$ cat src/shared/eisp_pkg.sv
// Register map, field layout and encodings of the external interrupt status and priority block
package eisp_pkg;

	// ----------------------------------------------------------------
	// Sizes
	// ----------------------------------------------------------------
	localparam int PIN_COUNT   = 8;
	localparam int PRIO_REGS   = 10;
	localparam int PRIO_FIELDS = 4;
	localparam int PRIO_W      = 4;
	localparam int REG_W       = 16;
	localparam int EVT_W       = 9;

	// ----------------------------------------------------------------
	// Register byte offsets on the APB
	// ----------------------------------------------------------------
	localparam logic [7:0] OFS_STATUS     = 8'h00; // ext_int_status
	localparam logic [7:0] OFS_CTL_ONE    = 8'h04; // int_control_one: 1 = edge mode per pin
	localparam logic [7:0] OFS_CTL_TWO    = 8'h08; // int_control_two: edge select per pin
	localparam logic [7:0] OFS_EVT_STATUS = 8'h0c; // sticky event bits, write one to clear
	localparam logic [7:0] OFS_EVT_MASK   = 8'h10; // event enables
	localparam logic [7:0] OFS_PRIO_BASE  = 8'h14; // int_priority_a, then b..j every 4 bytes
	localparam logic [7:0] OFS_PRIO_LAST  = 8'h38; // int_priority_j

	// ----------------------------------------------------------------
	// Field positions and reset values
	// ----------------------------------------------------------------
	localparam int FLAG_TOP      = 7;  // pin 0 flag sits here, pin n at FLAG_TOP - n
	localparam int EVT_BAD_SEL   = 8;  // event bit: illegal edge select written
	localparam int SEL_TOP       = 15; // pin n select at SEL_TOP-2n : SEL_TOP-2n-1
	localparam logic [15:0] RST_REG16 = 16'h0000;
	localparam logic [7:0]  RST_REG8  = 8'h00;
	localparam logic [8:0]  RST_EVT   = 9'h000;

	// ----------------------------------------------------------------
	// Edge select encodings; 2'h3 is not permitted
	// ----------------------------------------------------------------
	typedef enum logic [1:0] {
		EDGE_FALL = 2'h0,
		EDGE_RISE = 2'h1,
		EDGE_BOTH = 2'h2
	} edge_sel_t;
	localparam logic [1:0] EDGE_ILLEGAL = 2'h3;

endpackage

$ cat src/rtl/irq_detect.sv
// Request detector for one active-low external interrupt pin
`timescale 1ns/100ps
module irq_detect
	import eisp_pkg::*;
(
	// Clock and reset
	input  wire logic       clk_i,
	input  wire logic       rst_i,
	// Pin and mode
	input  wire logic       pin_n_i,
	input  wire logic       edge_mode_i,
	input  wire logic [1:0] edge_sel_i,
	// Detection result
	output logic            set_o,
	output logic            pin_high_o
);

	// ----------------------------------------------------------------
	// State: previous pin level, reset high so no false edge at start
	// ----------------------------------------------------------------
	typedef struct packed {
		logic prev;
	} det_state_t;

	det_state_t q;
	det_state_t d;
	logic       fall;
	logic       rise;

	// Edge and level decode of the request condition
	always_comb begin
		d      = q;
		d.prev = pin_n_i;
		fall   = q.prev & ~pin_n_i;
		rise   = ~q.prev & pin_n_i;
		set_o  = 1'b0;
		if (!edge_mode_i) begin
			set_o = ~pin_n_i;
		end else begin
			unique case (edge_sel_i)
				EDGE_FALL: set_o = fall;
				EDGE_RISE: set_o = rise;
				EDGE_BOTH: set_o = fall | rise;
				default:   set_o = 1'b0; // Illegal code never stored
			endcase
		end
		pin_high_o = pin_n_i;
	end

	// Register the state
	always_ff @(posedge clk_i) begin
		if (rst_i) begin
			q.prev <= 1'b1;
		end else begin
			q <= d;
		end
	end

endmodule

$ cat src/rtl/ext_int_status_priority.sv
// External interrupt request flags, priority registers and APB register file
`timescale 1ns/100ps

// Behaviour
// Sixteen-bit status register for eight pins
// Pin 0 at bit 7; reset zero
// Status bits 15 to 8 read zero
// Software writes zero to reserved bits
// Selected request condition sets pin flag
// Write zero after reading one clears
// Level mode: exception clears if pin high
// Edge mode: exception processing clears flag
// Transfer start clears flag when select zero
// Ten sixteen-bit read/write priority registers
// Four 4-bit fields per priority register
// Field is binary level, 0 to 15
// Priority bits reset zero, read/write
// Software keeps unassigned fields at zero
// Edge select: fall, rise, both; 11 illegal
// Other writes leave flag; set wins
module ext_int_status_priority
	import eisp_pkg::*;
(
	// Clock and reset
	input  wire logic                         CLOCK_I,
	input  wire logic                         RESET_I,
	// APB slave
	input  wire logic                         PSEL_I,
	input  wire logic                         PENABLE_I,
	input  wire logic                         PWRITE_I,
	input  wire logic [7:0]                   PADDR_I,
	input  wire logic [31:0]                  PWDATA_I,
	output logic      [31:0]                  PRDATA_O,
	output logic                              PREADY_O,
	output logic                              PSLVERR_O,
	// External request pins, active low
	input  wire logic [PIN_COUNT-1:0]         EXT_REQUEST_PIN_N_I,
	// CPU core and transfer controller
	input  wire logic [PIN_COUNT-1:0]         EXC_ACCEPT_I,
	input  wire logic [PIN_COUNT-1:0]         DTC_START_I,
	input  wire logic [PIN_COUNT-1:0]         INT_DISABLE_SELECT_I,
	// Flags, priorities and interrupt
	output logic      [PIN_COUNT-1:0]         EXT_PIN_REQUEST_FLAG_O,
	output logic      [PRIO_REGS*REG_W-1:0]   PRIORITY_O,
	output logic                              IRQ_O
);

	// ----------------------------------------------------------------
	// State of the whole block
	// ----------------------------------------------------------------
	typedef struct packed {
		logic [PIN_COUNT-1:0]            flag;
		logic [PIN_COUNT-1:0]            armed;
		logic [PIN_COUNT-1:0]            ctl_one;
		logic [REG_W-1:0]                ctl_two;
		logic [EVT_W-1:0]                evt;
		logic [EVT_W-1:0]                mask;
		logic [PRIO_REGS-1:0][REG_W-1:0] prio;
		logic [31:0]                     prdata;
		logic                            pready;
		logic                            pslverr;
		logic                            irq;
	} state_t;

	state_t               q;
	state_t               d;
	logic [PIN_COUNT-1:0] set_req;
	logic [PIN_COUNT-1:0] pin_high;

	// ----------------------------------------------------------------
	// Helpers
	// ----------------------------------------------------------------

	// Pin flags appear in reverse order in the status word
	function automatic logic [7:0] flags_to_word(input logic [PIN_COUNT-1:0] f);
		logic [7:0] w;
		w = 8'h00;
		for (int n = 0; n < PIN_COUNT; n++) begin
			w[FLAG_TOP-n] = f[n];
		end
		return w;
	endfunction

	// Priority register index for an address, valid only inside the range
	function automatic logic [3:0] prio_index(input logic [7:0] a);
		logic [7:0] rel;
		rel = a - OFS_PRIO_BASE;
		return rel[5:2];
	endfunction

	// True when the address selects one of the priority registers
	function automatic logic is_prio(input logic [7:0] a);
		return (a >= OFS_PRIO_BASE) && (a <= OFS_PRIO_LAST) && (a[1:0] == 2'h0);
	endfunction

	// True for every mapped register
	function automatic logic is_mapped(input logic [7:0] a);
		return (a == OFS_STATUS) || (a == OFS_CTL_ONE) || (a == OFS_CTL_TWO)
			|| (a == OFS_EVT_STATUS) || (a == OFS_EVT_MASK) || is_prio(a);
	endfunction

	// ----------------------------------------------------------------
	// Per-pin request detectors
	// ----------------------------------------------------------------
	for (genvar n = 0; n < PIN_COUNT; n++) begin : g_pin
		irq_detect u_detect (
			.clk_i       (CLOCK_I),
			.rst_i       (RESET_I),
			.pin_n_i     (EXT_REQUEST_PIN_N_I[n]),
			.edge_mode_i (q.ctl_one[n]),
			.edge_sel_i  (q.ctl_two[SEL_TOP-2*n -: 2]),
			.set_o       (set_req[n]),
			.pin_high_o  (pin_high[n])
		);
	end

	// ----------------------------------------------------------------
	// Next state
	// ----------------------------------------------------------------
	logic                 setup;
	logic                 access;
	logic                 wr;
	logic                 rd;
	logic [PIN_COUNT-1:0] hw_clr;
	logic [PIN_COUNT-1:0] sw_clr;
	logic [EVT_W-1:0]     new_evt;
	logic [EVT_W-1:0]     evt_w1c;
	logic [1:0]           sel_new;
	logic                 bad_sel;
	logic [3:0]           pidx;

	always_comb begin
		d       = q;
		setup   = PSEL_I & ~PENABLE_I;
		access  = PSEL_I & PENABLE_I & q.pready;
		wr      = access & PWRITE_I;
		rd      = access & ~PWRITE_I;
		hw_clr  = '0;
		sw_clr  = '0;
		new_evt = RST_EVT;
		evt_w1c = RST_EVT;
		sel_new = 2'h0;
		bad_sel = 1'b0;
		pidx    = prio_index(PADDR_I);

		// Setup phase: read data and error are captured so that the
		// outputs come from flops; this costs no wait state
		d.pready = 1'b0;
		if (setup) begin
			d.pready  = 1'b1;
			d.pslverr = ~is_mapped(PADDR_I);
			d.prdata  = 32'h0000_0000;
			if (PADDR_I == OFS_STATUS) begin
				d.prdata = {24'h00_0000, flags_to_word(q.flag)};
			end else if (PADDR_I == OFS_CTL_ONE) begin
				d.prdata = {24'h00_0000, q.ctl_one};
			end else if (PADDR_I == OFS_CTL_TWO) begin
				d.prdata = {16'h0000, q.ctl_two};
			end else if (PADDR_I == OFS_EVT_STATUS) begin
				d.prdata = {23'h00_0000, q.evt};
			end else if (PADDR_I == OFS_EVT_MASK) begin
				d.prdata = {23'h00_0000, q.mask};
			end else if (is_prio(PADDR_I)) begin
				d.prdata = {16'h0000, q.prio[pidx]};
			end
		end

		// Hardware clear conditions per pin
		for (int n = 0; n < PIN_COUNT; n++) begin
			// Level mode only lets the exception clear once the pin is back high,
			// otherwise the still-active level would be lost
			if (EXC_ACCEPT_I[n] && !q.ctl_one[n] && pin_high[n]) begin
				hw_clr[n] = 1'b1;
			end
			if (EXC_ACCEPT_I[n] && q.ctl_one[n]) begin
				hw_clr[n] = 1'b1;
			end
			if (DTC_START_I[n] && !INT_DISABLE_SELECT_I[n]) begin
				hw_clr[n] = 1'b1;
			end
		end

		// Software clear: a zero only counts when that flag was read as one
		if (wr && PADDR_I == OFS_STATUS) begin
			for (int n = 0; n < PIN_COUNT; n++) begin
				sw_clr[n] = q.armed[n] & ~PWDATA_I[FLAG_TOP-n];
			end
		end

		// Arming: remember flags that software saw as one
		if (rd && PADDR_I == OFS_STATUS) begin
			for (int n = 0; n < PIN_COUNT; n++) begin
				d.armed[n] = q.armed[n] | q.prdata[FLAG_TOP-n];
			end
		end else if (wr && PADDR_I == OFS_STATUS) begin
			d.armed = '0; // Each read arms one clearing write only
		end

		// Flag update: a new request beats any clear in the same cycle
		for (int n = 0; n < PIN_COUNT; n++) begin
			d.flag[n] = set_req[n] | (q.flag[n] & ~hw_clr[n] & ~sw_clr[n]);
		end
		d.armed = d.armed & d.flag;

		// Control and priority writes
		if (wr) begin
			if (PADDR_I == OFS_CTL_ONE) begin
				d.ctl_one = PWDATA_I[PIN_COUNT-1:0];
			end
			if (PADDR_I == OFS_CTL_TWO) begin
				// An illegal select keeps the old field and raises an event
				for (int n = 0; n < PIN_COUNT; n++) begin
					sel_new = PWDATA_I[SEL_TOP-2*n -: 2];
					if (sel_new == EDGE_ILLEGAL) begin
						bad_sel = 1'b1;
					end else begin
						d.ctl_two[SEL_TOP-2*n -: 2] = sel_new;
					end
				end
			end
			if (PADDR_I == OFS_EVT_MASK) begin
				d.mask = PWDATA_I[EVT_W-1:0];
			end
			if (PADDR_I == OFS_EVT_STATUS) begin
				evt_w1c = PWDATA_I[EVT_W-1:0];
			end
			if (is_prio(PADDR_I)) begin
				d.prio[pidx] = PWDATA_I[REG_W-1:0];
			end
		end

		// Sticky events; set wins over the write-one clear
		new_evt[PIN_COUNT-1:0] = set_req & ~q.flag;
		new_evt[EVT_BAD_SEL]   = bad_sel;
		d.evt = (q.evt & ~evt_w1c) | new_evt;
		d.irq = |(d.evt & d.mask);
	end

	// ----------------------------------------------------------------
	// State register, synchronous reset to all zero
	// ----------------------------------------------------------------
	always_ff @(posedge CLOCK_I) begin
		if (RESET_I) begin
			q.flag    <= RST_REG8;
			q.armed   <= RST_REG8;
			q.ctl_one <= RST_REG8;
			q.ctl_two <= RST_REG16;
			q.evt     <= RST_EVT;
			q.mask    <= RST_EVT;
			q.prio    <= '0;
			q.prdata  <= 32'h0000_0000;
			q.pready  <= 1'b0;
			q.pslverr <= 1'b0;
			q.irq     <= 1'b0;
		end else begin
			q <= d;
		end
	end

	// ----------------------------------------------------------------
	// Outputs, all straight from flops
	// ----------------------------------------------------------------
	assign PRDATA_O               = q.prdata;
	assign PREADY_O               = q.pready;
	assign PSLVERR_O              = q.pslverr;
	assign EXT_PIN_REQUEST_FLAG_O = q.flag;
	assign PRIORITY_O             = q.prio;
	assign IRQ_O                  = q.irq;

endmodule

$ cat config.mk
export PLATFORM = sky130hd
export DESIGN_NAME = ext_int_status_priority
export DESIGN_NICKNAME = d
export VERILOG_FILES = /design/src/shared/eisp_pkg.sv /design/src/rtl/irq_detect.sv /design/src/rtl/ext_int_status_priority.sv
export SDC_FILE = /design/constraint.sdc
export NUM_CORES = 1
export LEC_CHECK = 0
export BUFFER_PORTS_ARGS = -buffer_cell sky130_fd_sc_hd__buf_2
export CORE_UTILIZATION = 45
export DETAILED_ROUTE_END_ITERATION = 8
export MAX_ROUTING_LAYER = met4
export PLACE_DENSITY = 0.79
export SYNTH_ARGS = -nofsm -noshare
export SYNTH_HDL_FRONTEND = slang
export SYNTH_SLANG_ARGS = --single-unit
export TNS_END_PERCENT = 5
$ cat constraint.sdc
create_clock -name CLOCK_I -period 4.1 [get_ports CLOCK_I]
set_input_delay 0.41 -clock CLOCK_I [delete_from_list [all_inputs] [get_ports CLOCK_I]]
set_output_delay 0.41 -clock CLOCK_I [all_outputs]
set_load 0.05 [all_outputs]
==> results of run 1 <==
layout make-up:
class | count | area share [%]
diodes | 2 | 0.0357
multi-input cells | 1016 | 43.8
clock buffers | 36 | 5.41
well taps | 384 | 3.43
inverters | 33 | 0.883
clock inverters | 12 | 1.22
flip-flops and latches | 245 | 35.0
repair buffers | 271 | 10.3
layer usage:
layer	wire length, µm	up-vias	GRT usage, %
met5	0	-	-
met4	1170	0	8.00
met3	4120	79	5.44
met2	19000	589	42.7
met1	16400	5372	34.3
li1	-	5171	-
how the worst max path moves through the flow:
stage	startpoint	end	slack, ps	cells after the start
floorplan	PADDR_I[2]	PRDATA_O[10]	550	13
global placement	PADDR_I[2]	flop	660	8
detailed placement	PADDR_I[2]	flop	580	8
CTS	PADDR_I[2]	flop	1110	8
global route	PADDR_I[2]	flop	910	8
finish	PADDR_I[2]	flop	1030	8
critical path: stages:
cell,delay [ps]
buf_4,280
ha_1,310
or3b_1,420
a211o_1,370
a2111oi_4,610
nand3_1,670
nand2_1,280
a21oi_1,90
synth_stat cells, drive strengths merged (21+ instances only):
cell,instances,area share [%]
nand2,333,9.7
dfxtp,245,37
buf,241,14
a21oi,185,7.9
nor2,102,2.9
clkbuf,58,2.4
mux2i,52,3.9
o21ai,50,1.9
nand3,37,1.4
inv,33,0.94
mux4,32,5.5
ha,24,2.3
nor3,21,0.96
kinds of logic (layout without fill, tap and decap cells):
family | after synthesis | count (layout) | share of synthesized area, %
xor gates and xnor gates | 4 | 4 | 0.265
and+or+nand+nor | 582 | 582 | 19.4
buffers and inverters | 333 | 352 | 16.9
AOI/OAI and AO/OA | 302 | 302 | 14.2
adders and majority gates | 24 | 24 | 2.27
DFF | 245 | 245 | 37.1
muxes | 88 | 88 | 9.74
other | 1 | 18 | 0.0284
where the power goes:
group          switching [µW]  leakage, µW  internal, µW  total, µW
registers                13.2      0.00198          2400       2410
clock network             999     0.000465          1540       2540
logic                     291      0.00318           111        401
metrics by stage:
stage / power [µW] / worst slack [ps]
detailed placement: 2860 / 576
global route: 5490 / 911
CTS: 5360 / 1110
global placement: 2850 / 659
finish: 5350 / 1030
floorplan: 2760 / 548
==> summary.md, run 1 <==
| Metric | Value |
|---|---|
| Run status | finished clean |
| Final Cell Area | 14000 µm² |
| Most common cell after layout, fill and taps aside | nand2_1 |
| Setup-failing EPs final | 0 |
| Die width | 173 µm |
| Relative slew slack | 22.5% |
| First-pass GRT wire length | 61500 µm |
| Largest net degree at the start of global routing | 229 |
| PD cells | 382 nW/µm² |
| Commonest cells after routing, fill and taps aside | nand2_1, dfxtp_1, buf_2, a21oi_1, nor2_1 |
| Die area | 30000 µm² |
| Placed insts | 1949 |
| Remaining antenna violation count | 0 |
| Via count of the routed design | 11211 |
| Port bufs | 247 |
| Number of distinct library cells after synthesis | 67 |
| Commonest register cell after synthesis | dfxtp_1 |
| CP Launch Type | input pin |
| Placed Area | 13100 µm² |
| Critical path class | in2reg |
| Fillers | 2740 |
| Post-layout minimum cycle time | 3070 ps |
| Starting Density | 45.9% |
| Layout Nets | 1694 |
| CTS tree | built |
| Clock latency on the worst-skew pair | 540 ps |
| TritonCTS buffer count | 26 |
| Fin. max-slew vios | 0 |
| Overflow left after global routing | 0 |
| Asr flop ratio synth | 0% |
| WP data required | 4480 ps |
| Post-Layout Cell Count | 1999 |
| Hold Fails Final Rpt | 0 |
| Peak supply drop | 0.277 mV |
| IO Count | 280 |
| Hold path start | EXT_REQUEST_PIN_N_I[4] |
| Worst hold path stage count | 2 |
| Die H | 173 µm |
| EDFF count, synth | 0 |
| Clock Sinks | 245 |
| Fmax | 325 MHz |
| Register Area | 4900 µm² |
| Max-cap viol count | 0 |
| RR Startpoint | PREADY_O |
| CTS max path bufs | 3 |
| Share of cells above drive strength 1 | 26.0% |
| Initial DRC Count | 1120 |
| Clock-pin slew on the worst setup and hold paths | 60 ps |
| TNS Setup | 0 ps |
| Critical path arrival | 3450 ps |
| Post-DP HPWL | 29200 µm |
| Setup Fix Bufs, Post-CTS | 0 |
| Ys Warns | 0 |
| Multi-input logic area | 6140 µm² |
| CTS root buffer | clkbuf_16 |
| Wirelength per Cell | 20.3 µm |
| WHS Endpoint | g_pin[4].u_detect.q |
| Leakage | 0.00562 µW |
| DRC violations left | 0 |
| Hold_buf cts | 0 |
| RSZ-0062 raised after global routing | no |
| Area of the core | 28800 µm² |
| P&R area growth vs syn | 6.15% |
| Total GRT Usage | 26.8% |
| # H-tree levels | 1 |
| Post-synthesis cell area | 13200 µm² |
| Drt first pass iters | 6 |
| Tcrit/Tclk final | 75.0% |
| Post-synthesis cell count | 1579 |
| Antenna violations before repair | 2 |
| Register area share after synthesis | 37.1% |
| Syn_area_per_cell | 8.37 µm² |
| Hold Path Class | in2reg |
| # resized after CTS | 0 |
| WL final | 40700 µm |
| Rows | 62 |
| Vias in the first global route | 10536 |
| CP max FO | 18 |
| Post-Route Skew | 29.2 ps |
| Worst-case reg-to-reg path depth | 5 |
| Final Core Density | 48.7% |
| WHS | 137 ps |
| Routability cong. | 0.950 |
| Kind of end point of the critical path | flop |
| Vias per cell | 5.61 |
| FF+latch count, synth | 245 |
| Worst-margin pin slew | 1150 ps |
| Worst reg2reg setup slack | 1350 ps |
No activity file was read; power rests on OpenSTA's default activity.
==> run 2: changes to the inputs <==
--- a/config.mk
+++ b/config.mk
@@ -5,11 +5,12 @@
 export SDC_FILE = /design/constraint.sdc
 export NUM_CORES = 1
 export LEC_CHECK = 0
+export ABC_AREA = 1
 export BUFFER_PORTS_ARGS = -buffer_cell sky130_fd_sc_hd__buf_2
 export CORE_UTILIZATION = 45
 export DETAILED_ROUTE_END_ITERATION = 8
 export MAX_ROUTING_LAYER = met4
-export PLACE_DENSITY = 0.79
+export PLACE_DENSITY = 0.82
 export SYNTH_ARGS = -nofsm -noshare
 export SYNTH_HDL_FRONTEND = slang
 export SYNTH_SLANG_ARGS = --single-unit
==> constraint.sdc (replaced) <==
create_clock -name CLOCK_I -period 2.77 [get_ports CLOCK_I]
set_input_delay 0.277 -clock CLOCK_I [delete_from_list [all_inputs] [get_ports CLOCK_I]]
set_output_delay 0.277 -clock CLOCK_I [all_outputs]
set_load 0.05 [all_outputs]
==> run 2 against run 1 <==
Compared with the run above: die area is 2.4% lower; routed wire length is 3.2% higher; cell area rose by 0.48%; critical path depth increased by 4; non-clock buffer count up 23; critical path type unchanged; largest cell class unchanged.
==> summary.md, run 2 <==
| Metric | Value |
|---|---|
| Run status | finished clean |
| EDFF count, synth | 0 (unchanged) |
| Setup-failing EPs final | 0 (unchanged) |
| WP buf/inv | 3 (+2) |
| CTS root buffer | clkbuf_16 |
| Post-DP HPWL | 29500 µm (+0.96%) |
| Initial DRC Count | 1539 (+37%) |
| Delay-heaviest family, CP | simple AND/OR/NAND/NOR gates |
| Worst path slowest cell | nor2_2 |
| # resized after CTS | 0 (unchanged) |
| Hold Fails Final Rpt | 0 (unchanged) |
| Vias per cell | 5.54 (-1.3%) |
| RSZ-0062 raised after global routing | no |
| Top cell by count, worst path | nand2_1 |
| Syn_area_per_cell | 7.20 µm² (-14%) |
| Setup Fix Bufs, Post-CTS | 0 (unchanged) |
| Drt first pass iters | 8 (+2) |
| Routability cong. | 0.952 (+0.12%) |
| Relative slew slack | 50.8% (+28 points) |
| Most common cell after layout, fill and taps aside | nand2_1 |
| TNS Setup | 0 ps (unchanged) |
| Number of distinct library cells after synthesis | 38 (-43%) |
| Remaining antenna violation count | 0 (unchanged) |
| Port bufs | 247 (unchanged) |
| WP data required | 3200 ps (-1280 ps) |
| Layout Nets | 1917 (+13%) |
| Commonest cells after routing, fill and taps aside | nand2_1, a21oi_1, buf_2, dfxtp_1, o21ai_0 |
| Critical path, cell by cell | buf_2 -> inv_2 -> buf_12 -> ha_1 -> nand3_2 -> nor2_2 -> nand2_1 -> nand2_1 -> nand2_1 -> nand2_1 -> nor2_1 -> a21oi_1 |
| Critical path class | in2reg |
| CP peak stage delay | 490 ps (-180 ps) |
| Overflow left after global routing | 0 (unchanged) |
| Register area share after synthesis | 38.1% (+0.94 points) |
| CTS max path bufs | 3 (unchanged) |
| Post-synth top area cell | dfxtp_1 |
| CP max FO | 74 (+56) |
| WL final | 42000 µm (+3.2%) |
| Post-synthesis cell area | 12900 µm² (-2.5%) |
| # H-tree levels | 1 (unchanged) |
| PD cells | 563 nW/µm² (+47%) |
| Multi-input logic area | 5560 µm² (-9.4%) |
| Critical path arrival | 2650 ps (-800 ps) |
| Fin. max-slew vios | 0 (unchanged) |
| Hold_buf cts | 0 (unchanged) |
| P&R area growth vs syn | 9.35% |
| Asr flop ratio synth | 0% (unchanged) |
| Post-synthesis cell count | 1790 (+13%) |
| Top cell type's share of synthesized area | 38.1% (+0.94 points) |
| IO Count | 280 (unchanged) |
| Fmax | 450 MHz |
| Share of cells above drive strength 1 | 20.2% (-5.8 points) |
| FF+latch count, synth | 245 (unchanged) |
| Die H | 171 µm (-1.2%) |
| Starting Density | 46.0% (+0.10 points) |
| DRC violations left | 0 (unchanged) |
| CP Launch Type | input pin |
| Die area | 29300 µm² (-2.4%) |
| Hold Path Class | in2reg |
| Rows | 61 (-1.6%) |
| Final WS setup | 549 ps (-476 ps) |
| Total GRT Usage | 28.3% (+1.4 points) |
| Largest net degree at the start of global routing | 110 (-52%) |
| Post-Route Skew | 30.3 ps (+1.10 ps) |
| Area of the core | 28000 µm² (-2.7%) |
| Register Area | 4900 µm² (unchanged) |
| Worst-margin pin slew | 738 ps (-416 ps) |
| Kind of end point of the critical path | flop |
| TritonCTS buffer count | 26 (unchanged) |
| Ys Warns | 0 (unchanged) |
| Wirelength per Cell | 18.9 µm (-6.9%) |
| First-pass GRT wire length | 61800 µm (+0.43%) |
| Die width | 171 µm (-1.2%) |
| Peak supply drop | 0.479 mV (+73%) |
| Main area contributors after synthesis | dfxtp_1, buf_4, a21oi_1 |
| Tcrit/Tclk final | 80.2% |
| CTS tree | built |
| Clock-pin slew on the worst setup and hold paths | 60 ps (about the same) |
| Pre-CTS setup slack | 162 ps (-414 ps) |
| Leakage | 0.00651 µW (+16%) |
| Via count of the routed design | 12278 (+9.5%) |
| Fillers | 2698 (-1.5%) |
| Clock latency on the worst-skew pair | 540 ps (about the same) |
| Commonest cells in the netlist | nand2_1, a21oi_1, dfxtp_1 |
| Clock Sinks | 245 (unchanged) |
| Post-layout minimum cycle time | 2220 ps |
| Top-count cell post-synth | nand2_1 |
| Antenna violations before repair | 3 (+1) |
| Vias in the first global route | 10904 (+3.5%) |
| Max-cap viol count | 0 (unchanged) |
| Commonest register cell after synthesis | dfxtp_1 |
## run 2: cell types whose count changed in the layout (fill, tap and decap cells not counted), sizes merged, moves of 11 or more
cell / delta
o21ai: +190
inv: +97
a21oi: +80
mux2i: -51
mux4: -32
nand3: +30
buf: +23
nor2: -19
nand2b: -18
nor2b: -18
nand2: +17
and3: -11
nor4: -11
## run 2: cell families (layout without fill, tap and decap cells)
family	count (synthesis)	in the layout	synth area share (%)
AOI/OAI and AO/OA	550	550	22.4
xor gates and xnor gates	1	1	0.214
adders and majority gates	24	24	2.33
buffers and inverters	442	472	19.2
DFF	245	245	38.1
muxes	1	1	0.0777
other	1	20	0.0291
and+or+nand+nor	526	526	17.7
## run 2: final timing paths
check / start / to / slack (ps) / depth (start not counted)
worst max-delay path: PADDR_I[2] / IRQ_O / 550 / 12
worst min-delay path: EXT_REQUEST_PIN_N_I[7] / g_pin[7].u_detect.q / 20 / 3
worst max register to register: PREADY_O / IRQ_O / 650 / 10
worst min register to register: PRDATA_O[14] / PRDATA_O[14] / 460 / 2
## run 2: stage by stage
stage          std cells  util, %  cell area, µm²  total power, µW  hold slack, ps
2_1_floorplan       1805        -           12900             4190             386
3_3_place_gp        2166     47.2           13200             4450             456
3_5_place_dp        2166     47.2           13200             4460             456
4_1_cts             2213     50.3           14100             7920           0.351
5_1_grt             2217     50.3           14100             8160            15.3
6_report            2217     50.3           14100             7930            18.4
## run 2: layout make-up
| cell class | instances | share of cell area, % |
|---|---|---|
| well taps | 378 | 3.36 |
| clock inverters | 3 | 0.337 |
| inverters | 131 | 3.53 |
| multi-input cells | 1118 | 39.5 |
| clock buffers | 44 | 5.82 |
| repair buffers | 294 | 12.6 |
| flip-flops and latches | 245 | 34.8 |
| diodes | 4 | 0.0710 |
## run 2: per-layer routing
layer / routed length (µm) / up-vias / share of wire [%] / track usage (%)
met5: 0 / - / 0 / -
li1: - / 5760 / - / -
met4: 1730 / 0 / 4.1 / 11.8
met3: 4280 / 115 / 10 / 6.14
met2: 19200 / 669 / 46 / 44.2
met1: 16800 / 5734 / 40 / 35.3
## run 2: worst reg2reg max path: cells and delay by family (launching register included)
kind	cells	cell delay [ps]
simple gates	6	950
buf+inv	2	190
compound gates	2	570
flops	1	320
## run 2: report_power, final
group	internal [µW]	total [µW]	switching [µW]	leakage, µW
clock	2100	3530	1430	0.000424
combinational	223	837	614	0.00410
sequential	3550	3570	18.2	0.00198
